File: config.mk
export PLATFORM = sky130hd
export DESIGN_NAME = tmrvd_top
export DESIGN_NICKNAME = d
export VERILOG_FILES = /design/src/pkg/tmrvd_pkg.sv /design/src/rtl/tmrvd_voter.sv /design/src/rtl/tmrvd_top.sv
export VERILOG_INCLUDE_DIRS = /design/src /design/src/pkg
export SDC_FILE = /design/constraint.sdc
export NUM_CORES = 1
export LEC_CHECK = 0
export ABC_AREA = 1
export BUFFER_PORTS_ARGS = -buffer_cell sky130_fd_sc_hd__buf_2
export CAP_MARGIN = 20
export CELL_PAD_IN_SITES_DETAIL_PLACEMENT = 1
export CELL_PAD_IN_SITES_GLOBAL_PLACEMENT = 1
export CORE_ASPECT_RATIO = 0.6
export CORE_MARGIN = 8
export CORE_UTILIZATION = 26
export CTS_BUF_LIST = sky130_fd_sc_hd__clkbuf_2
export DETAILED_ROUTE_END_ITERATION = 12
export GPL_TIMING_DRIVEN = 0
export HOLD_SLACK_MARGIN = 0.15
export PLACE_DENSITY = 0.69
export SLEW_MARGIN = 5
export SYNTH_ARGS = -nofsm -noshare
export SYNTH_HDL_FRONTEND = slang
export SYNTH_SLANG_ARGS = --single-unit
File: constraint.sdc
create_clock -name clk_in -period 1.5 [get_ports clk_in]
set_input_delay 0.075 -clock clk_in [delete_from_list [all_inputs] [get_ports clk_in]]
set_output_delay 0.075 -clock clk_in [all_outputs]
set_load 0.01 [all_outputs]
File: src/pkg/tmrvd_consts.svh
// Widths and phase encodings for the TMR voter block
`ifndef TMRVD_CONSTS_SVH
`define TMRVD_CONSTS_SVH
`define TMRVD_SIG_W 8
`define TMRVD_OP_W 8
`define TMRVD_MEM_W 16
`define TMRVD_PH_W 2
`define TMRVD_PH_W_CODE 2'h0
`define TMRVD_PH_X_CODE 2'h1
`define TMRVD_PH_Y_CODE 2'h2
`define TMRVD_PH_Z_CODE 2'h3
`define TMRVD_GAP_W 2
`endif

File: src/pkg/tmrvd_pkg.sv
// Types shared by the TMR voter block
`include "tmrvd_consts.svh"
package tmrvd_pkg;
    typedef logic [`TMRVD_SIG_W-1:0] tmrvd_sig_t;
    typedef logic [`TMRVD_OP_W-1:0] tmrvd_op_t;
    typedef logic [`TMRVD_MEM_W-1:0] tmrvd_mem_t;
    typedef struct packed {
        tmrvd_sig_t ch2;
        tmrvd_sig_t ch1;
        tmrvd_sig_t ch0;
    } tmrvd_sig_trio_t;
    typedef struct packed {
        tmrvd_op_t ch2;
        tmrvd_op_t ch1;
        tmrvd_op_t ch0;
    } tmrvd_op_trio_t;
    typedef struct packed {
        tmrvd_mem_t ch2;
        tmrvd_mem_t ch1;
        tmrvd_mem_t ch0;
    } tmrvd_mem_trio_t;
    typedef enum logic [`TMRVD_PH_W-1:0] {
        TMRVD_PH_W = 2'h0,
        TMRVD_PH_X = 2'h1,
        TMRVD_PH_Y = 2'h2,
        TMRVD_PH_Z = 2'h3
    } tmrvd_phase_t;
endpackage

File: src/rtl/tmrvd_voter.sv
// Voter trio with clocked disagreement detector
`timescale 1ns/100ps
`default_nettype none
module tmrvd_voter #(
    parameter int WIDTH = 8
) (
    // Clock and reset
    input wire logic clk_in,
    input wire logic rstn_in,
    // Channel copies
    input wire logic [WIDTH-1:0] ch0_in,
    input wire logic [WIDTH-1:0] ch1_in,
    input wire logic [WIDTH-1:0] ch2_in,
    // Detector sample strobe
    input wire logic sample_in,
    // Voted copies and flag
    output logic [WIDTH-1:0] voted0_out,
    output logic [WIDTH-1:0] voted1_out,
    output logic [WIDTH-1:0] voted2_out,
    output logic disagree_out
);
    logic [WIDTH-1:0] maj;

    initial begin
        if (WIDTH < 1) begin
            $error("tmrvd_voter: WIDTH must be at least 1");
        end
    end

    // Bitwise two of three
    assign maj = (ch0_in & ch1_in) | (ch1_in & ch2_in) | (ch0_in & ch2_in);

    // One driver per channel
    always_ff @(posedge clk_in) begin
        if (!rstn_in) begin
            voted0_out <= '0;
            voted1_out <= '0;
            voted2_out <= '0;
        end else begin
            voted0_out <= maj;
            voted1_out <= maj;
            voted2_out <= maj;
        end
    end

    // Flag held until next sample
    always_ff @(posedge clk_in) begin
        if (!rstn_in) begin
            disagree_out <= 1'b0;
        end else if (sample_in) begin
            disagree_out <= (ch0_in != ch1_in) || (ch1_in != ch2_in);
        end
    end
endmodule
`default_nettype wire

File: src/rtl/tmrvd_top.sv
// TMR voting and disagreement detection for one computer channel set
`timescale 1ns/100ps
`default_nettype none
`include "tmrvd_consts.svh"
module tmrvd_top
    import tmrvd_pkg::*;
(
    // Clock and reset
    input wire logic clk_in,
    input wire logic rstn_in,
    // General voted signal, one copy per channel
    input wire tmrvd_sig_trio_t sig_in,
    // Op code load, per channel
    input wire tmrvd_op_trio_t op_data_in,
    input wire logic op_load_in,
    // Position-twelve transfer latch, per channel
    input wire logic [2:0] transfer_reg_position_twelve_data_in,
    input wire logic transfer_reg_position_twelve_load_in,
    // Memory interface signal, per channel
    input wire tmrvd_mem_trio_t mem_in,
    // Phase of the four-pulse cycle
    output tmrvd_phase_t phase_out,
    // General signal results
    output tmrvd_sig_trio_t sig_voted_out,
    output logic sig_disagree_out,
    // Op code results
    output tmrvd_op_trio_t op_voted_out,
    output logic op_disagree_out,
    // Transfer latch results
    output logic [2:0] transfer_reg_position_twelve_out,
    output logic transfer_reg_position_twelve_disagree_out,
    // Memory voter pair
    output tmrvd_mem_t mem_even_out,
    output tmrvd_mem_t mem_odd_out,
    output logic mem_disagree_out
);
    ////////////////////////////////////////////////////////////////////////
    tmrvd_phase_t phase_q;
    tmrvd_phase_t phase_d;
    tmrvd_sig_trio_t sig_prev_q;
    logic [`TMRVD_GAP_W-1:0] sig_chg_q;
    logic sig_chg;
    tmrvd_mem_trio_t mem_prev_q;
    logic [`TMRVD_GAP_W-1:0] mem_chg_q;
    logic mem_chg;
    tmrvd_op_trio_t op_q;
    logic [2:0] transfer_reg_position_twelve_q;
    logic at_w;

    ////////////////////////////////////////////////////////////////////////
    // Four-pulse phase sequencer W, X, Y, Z
    always_comb begin
        case (phase_q)
            TMRVD_PH_W: phase_d = TMRVD_PH_X;
            TMRVD_PH_X: phase_d = TMRVD_PH_Y;
            TMRVD_PH_Y: phase_d = TMRVD_PH_Z;
            TMRVD_PH_Z: phase_d = TMRVD_PH_W;
            default: phase_d = TMRVD_PH_W;
        endcase
    end

    always_ff @(posedge clk_in) begin
        if (!rstn_in) begin
            phase_q <= TMRVD_PH_W;
        end else begin
            phase_q <= phase_d;
        end
    end

    assign phase_out = phase_q;
    assign at_w = (phase_q == TMRVD_PH_W);

    ////////////////////////////////////////////////////////////////////////
    // Op code register loads only at X and Y
    always_ff @(posedge clk_in) begin
        if (!rstn_in) begin
            op_q <= '0;
        end else if (op_load_in &&
                     (phase_q == TMRVD_PH_X || phase_q == TMRVD_PH_Y)) begin
            op_q <= op_data_in;
        end
    end

    // Transfer latch loads at X, Y or Z, never at W
    always_ff @(posedge clk_in) begin
        if (!rstn_in) begin
            transfer_reg_position_twelve_q <= 3'h0;
        end else if (transfer_reg_position_twelve_load_in && !at_w) begin
            transfer_reg_position_twelve_q <= transfer_reg_position_twelve_data_in;
        end
    end

    ////////////////////////////////////////////////////////////////////////
    // Change trackers: sample two pulses after the last change
    assign sig_chg = (sig_in != sig_prev_q);
    assign mem_chg = (mem_in != mem_prev_q);

    always_ff @(posedge clk_in) begin
        if (!rstn_in) begin
            sig_prev_q <= '0;
            sig_chg_q <= '0;
        end else begin
            sig_prev_q <= sig_in;
            sig_chg_q <= {sig_chg_q[0], sig_chg};
        end
    end

    always_ff @(posedge clk_in) begin
        if (!rstn_in) begin
            mem_prev_q <= '0;
            mem_chg_q <= '0;
        end else begin
            mem_prev_q <= mem_in;
            mem_chg_q <= {mem_chg_q[0], mem_chg};
        end
    end

    ////////////////////////////////////////////////////////////////////////
    // Voter trios
    tmrvd_voter #(.WIDTH(`TMRVD_SIG_W)) u_sig (
        .clk_in(clk_in),
        .rstn_in(rstn_in),
        .ch0_in(sig_in.ch0),
        .ch1_in(sig_in.ch1),
        .ch2_in(sig_in.ch2),
        .sample_in(sig_chg_q[1] && !sig_chg_q[0] && !sig_chg),
        .voted0_out(sig_voted_out.ch0),
        .voted1_out(sig_voted_out.ch1),
        .voted2_out(sig_voted_out.ch2),
        .disagree_out(sig_disagree_out)
    );

    // Op code settles by Y, sampled two pulses later at W
    tmrvd_voter #(.WIDTH(`TMRVD_OP_W)) u_op (
        .clk_in(clk_in),
        .rstn_in(rstn_in),
        .ch0_in(op_q.ch0),
        .ch1_in(op_q.ch1),
        .ch2_in(op_q.ch2),
        .sample_in(at_w),
        .voted0_out(op_voted_out.ch0),
        .voted1_out(op_voted_out.ch1),
        .voted2_out(op_voted_out.ch2),
        .disagree_out(op_disagree_out)
    );

    tmrvd_voter #(.WIDTH(1)) u_transfer_reg_position_twelve (
        .clk_in(clk_in),
        .rstn_in(rstn_in),
        .ch0_in(transfer_reg_position_twelve_q[0]),
        .ch1_in(transfer_reg_position_twelve_q[1]),
        .ch2_in(transfer_reg_position_twelve_q[2]),
        .sample_in(at_w),
        .voted0_out(transfer_reg_position_twelve_out[0]),
        .voted1_out(transfer_reg_position_twelve_out[1]),
        .voted2_out(transfer_reg_position_twelve_out[2]),
        .disagree_out(transfer_reg_position_twelve_disagree_out)
    );

    ////////////////////////////////////////////////////////////////////////
    // Memory duo: even and odd module drivers
    tmrvd_voter #(.WIDTH(`TMRVD_MEM_W)) u_mem (
        .clk_in(clk_in),
        .rstn_in(rstn_in),
        .ch0_in(mem_in.ch0),
        .ch1_in(mem_in.ch1),
        .ch2_in(mem_in.ch2),
        .sample_in(mem_chg_q[1] && !mem_chg_q[0] && !mem_chg),
        .voted0_out(mem_even_out),
        .voted1_out(mem_odd_out),
        .voted2_out(),
        .disagree_out(mem_disagree_out)
    );
endmodule
`default_nettype wire

==> metrics, run 1 <==
Core ar.=26600 µm²; unrepaired setup endpoints after global routing=true; # H-tree levels=4; Area contributors post-synth=dfxtp_1, ha_1, nand2_1; final hold violation count=0; Finished Layout Cells=1804; Clock Pin Slew Worst Setup and Hold Paths=0.25 ns; sequential area share after synthesis=0.401; fin. max-slew vios=0; critical path class=in2reg; Final Cycle Share=1.00; max frequency=667 MHz; CTS Buffer Depth=2; Netlist Area Pre-Place=7090 µm²; filler instances=3216; Horiz. Die Dim=229 µm; Synth area leader=dfxtp_1; synthesis-to-finish area growth=72.7%; register bit total from synthesis=142; global-route wire length before repair=46200 µm; Die ar.=33000 µm²; power density over cell area=899 nW/µm²; FF+latch area=2950 µm²; antenna violations before repair=1; failing checks=negative setup slack; Worst Hold Class=in2reg; Slew @ Worst Pin=0.759 ns; Multi-input gate area=3450 µm²; Total GRT Usage=0.179; fin nets=1602; WL per Instance=16.7 µm; DRT Pass-1 Iters=4; Die Y=144 µm; Iter 0 DRT Violations=329; CTS tree=built; Sink Count=142; post-synth top area share=0.401; CP max FO=5; Critical Path Source Type=input port; Placed Cells=1523; FP Rows=46; commonest non-fill, non-tap cell in the layout=dlygate4sd3_1; worst path required time=2.14 ns; cells after synthesis=973; status=finished, violations left; relative slew slack=0.494; Fin Clk Skew=0.0546 ns; Crit. End Element=flip-flop; library cells used by synthesis=28; ant diodes=0; syn_area_per_cell=7.29 µm²; Post-Route WL=30200 µm; vias in the first global route=8469; Setup WS post-layout=-0.000313 ns; gpl congestion=0.794; Final Setup Violations=1; Ys Warns=0; Num CTS Buffers=17; Vias=7719; dpl ws=-0.256 ns; commonest non-fill, non-tap cells in the layout=dlygate4sd3_1, nand2_1, nor2_1; maximum VDD drop=0.447 mV; hpwl dp=18500 µm; post-layout util=0.461; I/O pin count=192; largest net degree at the start of global routing=17; PortBufs=190; DR vias/cell=4.28; grt total ovfl=0; max_cap viols=0; Clock Latency Late Sink=0.77 ns; worst path arrival time=2.14 ns; post-layout min period=1.50 ns; Post-route DRC=0; leakage=6.11 nW; root buf cell=clkbuf_2; fraction of layout cells with a size suffix above 1=0.251; syn_nets=1144; Initial Utilization=0.267; antenna viol nets, final=0
## per-layer routing
layer / part of all wire / up-vias / track usage / routed length [µm]
li1: - / 3834 / - / -
met1: 0.45 / 3700 / 0.221 / 13600
met2: 0.49 / 161 / 0.311 / 14800
met3: 0.049 / 24 / 0.0473 / 1490
met4: 0.0099 / 0 / 0.0391 / 300
met5: 0 / - / 0 / 0
## synthesized netlist by cell type, drive strengths merged
| cell | instances |
|---|---|
| inv | 151 |
| ha | 68 |
| o22ai | 2 |
| dfxtp | 142 |
| xnor2 | 22 |
| nor3 | 6 |
| nor2b | 1 |
| clkinv | 2 |
| or2 | 2 |
| nand2 | 223 |
| xor2 | 13 |
| and2 | 2 |
| o21ai | 29 |
| nand3b | 1 |
| o221ai | 1 |
| nand4 | 10 |
| a21oi | 33 |
| nand3 | 4 |
| clkbuf | 10 |
| nor2 | 183 |
| nor4 | 8 |
| buf | 60 |
## registers in the layout, summed over array words and instances (netlist names)
| register | count |
|---|---|
| mem_chg_q | 2 |
| u_mem.voted0_out | 16 |
| u_sig.voted0_out | 8 |
| u_transfer_reg_position_twelve.disagree_out | 1 |
| u_sig.disagree_out | 1 |
| mem_prev_q | 48 |
| u_transfer_reg_position_twelve.voted0_out | 1 |
| op_q | 24 |
| u_mem.disagree_out | 1 |
| sig_chg_q | 2 |
| phase_out | 2 |
| sig_prev_q | 24 |
| transfer_reg_position_twelve_q | 3 |
| u_op.voted0_out | 8 |
| u_op.disagree_out | 1 |
## layout make-up
cell class	instances	area share
multi-input combinational	608	0.281
buffer	54	0.0399
timing repair buffer	455	0.331
clock inverter	13	0.0153
inverter	153	0.0469
clock buffer	19	0.00776
sequential	142	0.241
tap	360	0.0368
## power breakdown
part           switching, mW  leakage, nW  internal, mW
clock                   1.63        0.163          1.12
sequential             0.400         1.20          4.24
combinational           1.70         4.75          1.93
## metrics by stage
step / instance area (µm²) / total power, mW / hold WS, ns / setup TNS (ns)
after floorplan: 7090 / 5.89 / 0.168 / 0
after CTS: 11800 / 10.5 / 0.153 / -1.71
after global routing: 12300 / 11.7 / 0.184 / -4.48
final: 12300 / 11.0 / 0.285 / -0.000313
after global placement: 8490 / 6.79 / 0.313 / -5.37
after detailed placement: 8490 / 6.89 / 0.327 / -5.40
## worst max-delay path, cell delays in order
cell,delay (ns)
dlygate4sd3_1,0.55
buf_2,0.17
ha_1,0.31
nor4_1,0.53
nand2_1,0.12
nor2_1,0.14
nand4_1,0.12
nand2_1,0.08
nor2_1,0.04
## repair_timing
action / CTS / global route
pin swaps: 0 / 20
setup endpoints to repair: 83 / 103
endpoints found under the hold margin: 134 / 1
buffers inserted: 0 / 2
resized for setup: 133 / 109
hold buffers: 262 / 1
## worst paths after layout
check / endpoint / cells after the start / from / slack [ns]
max: u_sig.disagree_out / 9 / sig_in[5] / -0.0003
min: u_mem.voted0_out[5] / 5 / mem_in[5] / 0.29
max reg2reg: u_sig.disagree_out / 8 / sig_prev_q[16] / 0.05
min reg2reg: mem_chg_q[1] / 2 / mem_chg_q[0] / 0.43
## kinds of logic after synthesis
group | count (synthesis) | share of synthesized area
AO/OA/AOI/OAI | 65 | 0.0467
XOR/XNOR | 35 | 0.0432
adder cells (fa/ha/maj) | 68 | 0.120
buffers and inverters | 223 | 0.145
flip-flops | 142 | 0.401
AND/OR/NAND/NOR | 440 | 0.244
No activity file was read; power rests on OpenSTA's default activity.
==> run 2: changes to the inputs <==
--- a/config.mk
+++ b/config.mk
@@ -6,7 +6,6 @@
 export SDC_FILE = /design/constraint.sdc
 export NUM_CORES = 1
 export LEC_CHECK = 0
-export ABC_AREA = 1
 export BUFFER_PORTS_ARGS = -buffer_cell sky130_fd_sc_hd__buf_2
 export CAP_MARGIN = 20
 export CELL_PAD_IN_SITES_DETAIL_PLACEMENT = 1
@@ -18,7 +17,7 @@
 export DETAILED_ROUTE_END_ITERATION = 12
 export GPL_TIMING_DRIVEN = 0
 export HOLD_SLACK_MARGIN = 0.15
-export PLACE_DENSITY = 0.69
+export PLACE_DENSITY = 0.67
 export SLEW_MARGIN = 5
 export SYNTH_ARGS = -nofsm -noshare
 export SYNTH_HDL_FRONTEND = slang
==> run 2 against run 1 <==
The flow now stops in clock tree synthesis (4_1_cts). Synthesized area down 9.8%. Synthesized cell count shrank 34%.
==> metrics, run 2 <==
Last stage=clock tree synthesis (4_1_cts); Synth Flop Type=dfxtp_1; syn_area_per_cell=10.0 µm² (+38%); I/O pin count=192 (unchanged); status=aborted with a tool error; gpl congestion=0.784 (-1.2%); Num CTS Buffers=17 (unchanged); Setup Buffers After CTS=1 (+1); Ys Warns=0 (unchanged); Die Y=137 µm (-4.5%); sequential area share after synthesis=0.444 (+0.0437); Area contributors post-synth=dfxtp_1, ha_1, xnor2_1; First Error=[ERROR RSZ-0060] Max buffer count reached.; Resized cells post-CTS=132 (-0.75%); hpwl dp=16600 µm (-10%); register bit total from synthesis=142 (unchanged); syn_nets=809 (-29%); # H-tree levels=4 (unchanged); Netlist Area Pre-Place=6400 µm² (-9.8%); cells after synthesis=638 (-34%); fraction of registers with async set or reset after synthesis=0 (unchanged); FP Rows=44 (-4.3%); Sink Count=142 (unchanged); root buf cell=clkbuf_2; post-synth top area share=0.444 (+0.0437); hold_buf cts=235 (-10%); EDFF count, synth=0 (unchanged); most frequent cell after synthesis=dfxtp_1; Initial Utilization=0.265 (-0.00210); library cells used by synthesis=26 (-7.1%); synth cell count leaders=dfxtp_1, and2_1, xnor2_1; Horiz. Die Dim=218 µm (-4.7%); CTS Buffer Depth=2 (unchanged); PortBufs=190 (unchanged); dpl ws=-0.129 ns (+0.126 ns); Synth area leader=dfxtp_1
## run 2: changes by cell type after synthesis, moves of 11 or more
| cell | delta |
|---|---|
| nor2_1 | -142 |
| and2_1 | +75 |
| o21ai_0 | -25 |
| xnor2_1 | +48 |
| xor2_1 | -11 |
| a211oi_1 | +33 |
| nand2_1 | -171 |
| inv_1 | -148 |
## run 2: logic make-up after synthesis
family	count (synthesis)	share of synthesized area
muxes	5	0.00783
adders and majority gates	68	0.133
and+or+nand+nor	212	0.178
DFF	142	0.444
AOI/OAI and AO/OA	65	0.0648
buffers and inverters	74	0.0737
xor gates and xnor gates	72	0.0986
## run 2: metrics by stage
| step | instances | setup TNS [ns] | hold WS [ns] | instance area [µm²] | utilization |
|---|---|---|---|---|---|
| after floorplan | 638 | 0 | 0.197 | 6400 | - |
| after global placement | 1150 | -3.00 | 0.315 | 7750 | 0.321 |
| after detailed placement | 1150 | -2.13 | 0.321 | 7750 | 0.321 |
==> run 3: changes to the inputs <==
--- a/config.mk
+++ b/config.mk
@@ -8,16 +8,11 @@
 export LEC_CHECK = 0
 export BUFFER_PORTS_ARGS = -buffer_cell sky130_fd_sc_hd__buf_2
 export CAP_MARGIN = 20
-export CELL_PAD_IN_SITES_DETAIL_PLACEMENT = 1
-export CELL_PAD_IN_SITES_GLOBAL_PLACEMENT = 1
-export CORE_ASPECT_RATIO = 0.6
 export CORE_MARGIN = 8
-export CORE_UTILIZATION = 26
-export CTS_BUF_LIST = sky130_fd_sc_hd__clkbuf_2
+export CORE_UTILIZATION = 20
 export DETAILED_ROUTE_END_ITERATION = 12
 export GPL_TIMING_DRIVEN = 0
-export HOLD_SLACK_MARGIN = 0.15
-export PLACE_DENSITY = 0.67
+export PLACE_DENSITY_LB_ADDON = 0.15
 export SLEW_MARGIN = 5
 export SYNTH_ARGS = -nofsm -noshare
 export SYNTH_HDL_FRONTEND = slang
==> constraint.sdc (replaced) <==
create_clock -name clk_in -period 2 [get_ports clk_in]
set_input_delay 0.1 -clock clk_in [delete_from_list [all_inputs] [get_ports clk_in]]
set_output_delay 0.1 -clock clk_in [all_outputs]
set_load 0.01 [all_outputs]
==> run 3 against run 2 <==
The flow now finishes without violations. Synthesized area unchanged. Synthesized cell count is the same.
==> metrics, run 3 <==
ant diodes=0; fin. max-slew vios=0; Final Cycle Share=0.926; CTS tree=built; uppermost layer routed=met4; Netlist Area Pre-Place=6400 µm² (unchanged); Vias=5288; power density over cell area=848 nW/µm²; Die Y=195 µm (+42%); Num CTS Buffers=17 (unchanged); Initial Utilization=0.203 (-0.0620); maximum VDD drop=0.555 mV; Multi-input gate area=3080 µm²; syn_nets=809 (unchanged); CP max FO=4; antenna viol nets, final=0; EDFF count, synth=0 (unchanged); post-synth top area share=0.444 (unchanged); commonest non-fill, non-tap cells in the layout=buf_2, dfxtp_1, dlygate4sd3_1; Setup Buffers After CTS=0 (-1); Worst Hold Class=in2reg; Horiz. Die Dim=195 µm (-11%); final hold violation count=0; FP Rows=65 (+48%); root buf cell=clkbuf_16; Sink Count=142 (unchanged); Critical Path Source Type=input port; Crit. End Element=flip-flop; Total GRT Usage=0.112; DRT Pass-1 Iters=4; cells after synthesis=638 (unchanged); Post-route DRC=0; fraction of layout cells with a size suffix above 1=0.291; synth cell count leaders=dfxtp_1, and2_1, xnor2_1; gpl congestion=0.729 (-7.0%); fraction of registers with async set or reset after synthesis=0 (unchanged); relative slew slack=0.528; max_cap viols=0; syn_area_per_cell=10.0 µm² (unchanged); Clock Pin Slew Worst Setup and Hold Paths=0.06 ns; Area contributors post-synth=dfxtp_1, ha_1, xnor2_1; DR vias/cell=3.89; Iter 0 DRT Violations=148; library cells used by synthesis=26 (unchanged); fin nets=1117; post-route setup TNS=0 ns; grt total ovfl=0; WL per Instance=15.4 µm; worst hold path startpoint=op_load_in; commonest non-fill, non-tap cell in the layout=buf_2; vias in the first global route=5815; CTS Buffer Depth=2 (unchanged); worst path required time=2.29 ns; filler instances=3326; DRT met1 WL=9700 µm; top flop regs=mem_prev_q: 48 flops, op_q: 24 flops, sig_prev_q: 24 flops; global-route wire length before repair=32900 µm; post-layout min period=1.85 ns; met2 routed WL=10100 µm; max frequency=540 MHz; Synth Flop Type=dfxtp_1; Clock Latency Late Sink=0.43 ns; largest net degree at the start of global routing=17; hpwl dp=16200 µm (-2.4%); synthesis-to-finish area growth=47.2%; I/O pin count=192 (unchanged); Resized cells post-CTS=0 (-100%); PortBufs=190 (unchanged); max reg flops=48; unrepaired setup endpoints after global routing=false; Synth area leader=dfxtp_1; largest register by flop count=mem_prev_q; register bit total from synthesis=142 (unchanged); most frequent cell after synthesis=dfxtp_1; reg2reg start=phase_out[0]; Slew @ Worst Pin=0.709 ns; Die ar.=38000 µm²; status=complete, no violations; Placed Cells=1230 (+7.0%); hold_buf cts=99 (-58%); worst path arrival time=2.14 ns; sequential area share after synthesis=0.444 (unchanged); Ys Warns=0 (unchanged); Post-Route WL=20900 µm; critical path class=in2reg; WL met3=885 µm; worst setup path start=mem_in[6]; FF+latch area=2840 µm²; antenna violations before repair=0; leakage=4.18 nW; Finished Layout Cells=1360; Core ar.=31600 µm²; Final Setup Violations=0; # H-tree levels=4 (unchanged); Fin Clk Skew=0.0118 ns
[run 3: cell counts after synthesis]
No cell type changed its count.
[run 3: final timing paths]
check	end	slack, ns	depth (start not counted)
min reg2reg	sig_chg_q[1]	0.45	1
min	op_q[0]	0.13	4
max	u_mem.disagree_out	0.15	7
max reg2reg	op_q[6]	0.28	6
[run 3: layout make-up]
class | count | share of cell area
tap | 402 | 0.0534
clock inverter | 12 | 0.0148
multi-input combinational | 422 | 0.327
buffer | 71 | 0.0489
timing repair buffer | 289 | 0.206
sequential | 142 | 0.302
clock buffer | 19 | 0.0460
inverter | 3 | 0.00120
[run 3: cells by family after synthesis]
family / after synthesis / synth area share
mux: 5 / 0.00783
buf+inv: 74 / 0.0737
compound gates: 65 / 0.0648
simple gates: 212 / 0.178
fa+ha+maj: 68 / 0.133
xor+xnor: 72 / 0.0986
flops: 142 / 0.444
[run 3: critical path: stages]
cell           delay (ns)
dlygate4sd3_1        0.54
buf_2                0.15
ha_1                 0.34
nor4_1               0.47
nand4_1              0.13
o21ai_0              0.30
mux2i_1              0.11
[run 3: report_power, final]
group	leakage (nW)	internal, mW	switching [mW]
Clock	0.255	1.84	1.36
Sequential	1.18	3.07	0.143
Combinational	2.75	0.761	0.809
[run 3: metrics by stage]
stage	power, mW	area [µm²]	hold WS, ns	setup WS [ns]	util
2_1_floorplan	4.08	6400	0.222	0.578	-
3_3_place_gp	4.73	7850	0.346	0.257	0.249
3_5_place_dp	4.73	7850	0.345	0.232	0.249
4_1_cts	8.18	9410	0.108	0.168	0.298
5_1_grt	8.45	9410	0.132	0.0488	0.298
6_report	7.98	9410	0.130	0.148	0.298
[run 3: routing by layer]
layer | vias to the layer above | track usage
li1 | 2745 | -
met1 | 2410 | 0.136
met2 | 121 | 0.195
met3 | 12 | 0.0282
met4 | 0 | 0.0320
met5 | - | 0
==> run 4: changes to the inputs <==
--- a/config.mk
+++ b/config.mk
@@ -13,6 +13,7 @@
 export DETAILED_ROUTE_END_ITERATION = 12
 export GPL_TIMING_DRIVEN = 0
 export PLACE_DENSITY_LB_ADDON = 0.15
+export SETUP_SLACK_MARGIN = 0.2
 export SLEW_MARGIN = 5
 export SYNTH_ARGS = -nofsm -noshare
 export SYNTH_HDL_FRONTEND = slang
==> run 4 against run 3 <==
Largest cell class unchanged. Clock-buffer cell count stayed put. Clock skew about the same. Hold slack lost 0.11 ns. Highest routed layer unchanged. Die area unchanged. First-iteration DRC count shrank 1.4%. Sequential share of layout area down 0.13 points. Power rose by 0.27%.
==> metrics, run 4 (synthesis results as in run 3) <==
status=complete, no violations; Area after DPL=7850 µm² (unchanged); Iter 0 DRT Violations=146 (-1.4%); unrepaired setup endpoints after global routing=false; synthesis-to-finish area growth=47.8%; power density over cell area=847 nW/µm² (-0.17%); Worst Hold Class=in2reg; Post-route DRC=0 (unchanged); Reg2Reg Depth=7 (+1); Post-Route WL=20900 µm (+0.17%); relative slew slack=0.498 (-0.0295); WL per Instance=15.4 µm (+0.17%); Crit. End Element=flip-flop; largest register by flop count=mem_prev_q; slowest CP cell=dlygate4sd3_1; Die Y=195 µm (unchanged); # H-tree levels=4 (unchanged); Crit path max-delay family=buffers and inverters; worst setup path start=mem_in[31]; root buf cell=clkbuf_16; FP Rows=65 (unchanged); CP peak stage delay=0.56 ns (+0.02 ns); antenna viol nets, final=0 (unchanged); fin. max-slew vios=0 (unchanged); Die ar.=38000 µm² (unchanged); Initial Utilization=0.203 (unchanged); hold slack=0.0236 ns (-0.106 ns); Core ar.=31600 µm² (unchanged); Horiz. Die Dim=195 µm (unchanged); max_cap viols=0 (unchanged); PortBufs=190 (unchanged); crit-path cells=dlygate4sd3_1 -> buf_2 -> ha_1 -> nor4_1 -> nand4_1 -> o21ai_0 -> mux2i_1; I/O pin count=192 (unchanged); Final Setup Violations=0 (unchanged); vias in the first global route=5812 (-0.052%); final hold violation count=0 (unchanged); top flop regs=mem_prev_q: 48 flops, op_q: 24 flops, sig_prev_q: 24 flops; Total GRT Usage=0.112 (about the same); commonest non-fill, non-tap cells in the layout=buf_2, dfxtp_1, dlygate4sd3_1; critical path class=in2reg; hpwl dp=16200 µm (unchanged); global-route wire length before repair=32900 µm (unchanged); Comb pwr share=0.200 (+0.003); WP buf/inv=2 (unchanged); setup slack, reg-to-reg=0.38 ns (+0.10 ns); leakage=4.19 nW (+0.20%); max reg flops=48 (unchanged); P_int=5.69 mW (+0.27%); Sink Count=142 (unchanged); grt total ovfl=0 (unchanged); Clock Latency Late Sink=0.43 ns (about the same); reg2reg start=phase_out[1]; CP Capture Point=u_mem.disagree_out; Clk pwr share=0.399 (-0.002); worst path arrival time=2.06 ns (-0.08 ns); Slew @ Worst Pin=0.753 ns (+0.0443 ns); Fin Clk Skew=0.0117 ns (-0.000129 ns); post-layout min period=1.77 ns (-0.0785 ns); Reg power frac=0.401 (about the same); largest net degree at the start of global routing=17 (unchanged); DRT Pass-1 Iters=4 (unchanged); commonest non-fill, non-tap cell in the layout=buf_2; worst path required time=2.29 ns (about the same); Placed Cells=1230 (unchanged); Finished Layout Cells=1360 (unchanged); Num CTS Buffers=17 (unchanged); maximum VDD drop=0.556 mV (+0.32%); Final Cycle Share=0.887 (-0.0392); CTS Buffer Depth=2 (unchanged); DR vias/cell=3.89 (+0.11%); Setup Buffers After CTS=0 (unchanged); post-route setup TNS=0 ns (unchanged); max frequency=564 MHz (+4.4%); NetSw=2.32 mW (+0.25%); ant diodes=0 (unchanged); RR Endpoint=op_q[22]; Critical Path Source Type=input port; gpl congestion=0.729 (unchanged); antenna violations before repair=0 (unchanged); CTS tree=built; fraction of layout cells with a size suffix above 1=0.297 (+0.00626); fin area=9450 µm² (+0.44%); Clock Pin Slew Worst Setup and Hold Paths=0.06 ns (about the same); number of cells on the critical path=7 (unchanged); Sw Share=0.289 (about the same); fin nets=1117 (unchanged); CP max FO=4 (unchanged); Vias=5294 (+0.11%)
[run 4: worst min-delay path by stage]
stage,endpoint,slack [ns],cells past startpoint,from
floorplan,mem_prev_q[0],0.22,1,mem_in[0]
global placement,op_q[9],0.35,3,op_data_in[9]
detailed placement,transfer_reg_position_twelve_q[0],0.34,3,transfer_reg_position_twelve_data_in[0]
global route,u_mem.voted0_out[6],0.03,3,mem_in[6]
CTS,u_mem.voted0_out[6],0.03,3,mem_in[6]
finish,u_mem.voted0_out[6],0.02,3,mem_in[6]
[run 4: worst min-delay path: stages]
cell and delay (ns):
buf_2 0.12, a211oi_1 0.07, nor2_1 0.10
[run 4: repair_timing]
action | CTS | global route
endpoints found under the hold margin | 115 | 0
hold buffers | 99 | 0
endpoints found under the setup margin | 0 | 21
resized for setup | 0 | 11
[run 4: layout make-up]
| type | count | area [µm²] |
|---|---|---|
| plain buffers | 71 | 468 |
| clock buffers | 19 | 433 |
| clock inverters | 12 | 139 |
| fillers | 3323 | 22100 |
| inverters | 3 | 11.3 |
| multi-input cells | 422 | 3120 |
| flip-flops and latches | 142 | 2840 |
| well taps | 402 | 503 |
| repair buffers | 289 | 1940 |
[run 4: through the flow]
stage          setup slack [ns]  power [mW]  utilization
6_report                  0.227        8.01        0.300
5_1_grt                   0.204        8.48        0.300
4_1_cts                   0.203        8.18        0.298
3_5_place_dp              0.232        4.73        0.249
3_3_place_gp              0.257        4.73        0.249
2_1_floorplan             0.578        4.08            -
[run 4: per-layer routing]
layer / up-vias / track usage / wire (µm)
met5: - / 0 / 0
met4: 0 / 0.0320 / 230
met3: 12 / 0.0282 / 880
met2: 119 / 0.195 / 10100
met1: 2421 / 0.136 / 9680
li1: 2742 / - / -
[run 4: power groups by stage]
stage               combinational [mW]  sequential, mW  clock [mW]
global route                      1.80            3.24        3.44
floorplan                        0.797            3.28           0
CTS                               1.62            3.21        3.34
global placement                  1.46            3.27           0
detailed placement                1.45            3.28           0
finish                            1.60            3.21        3.20
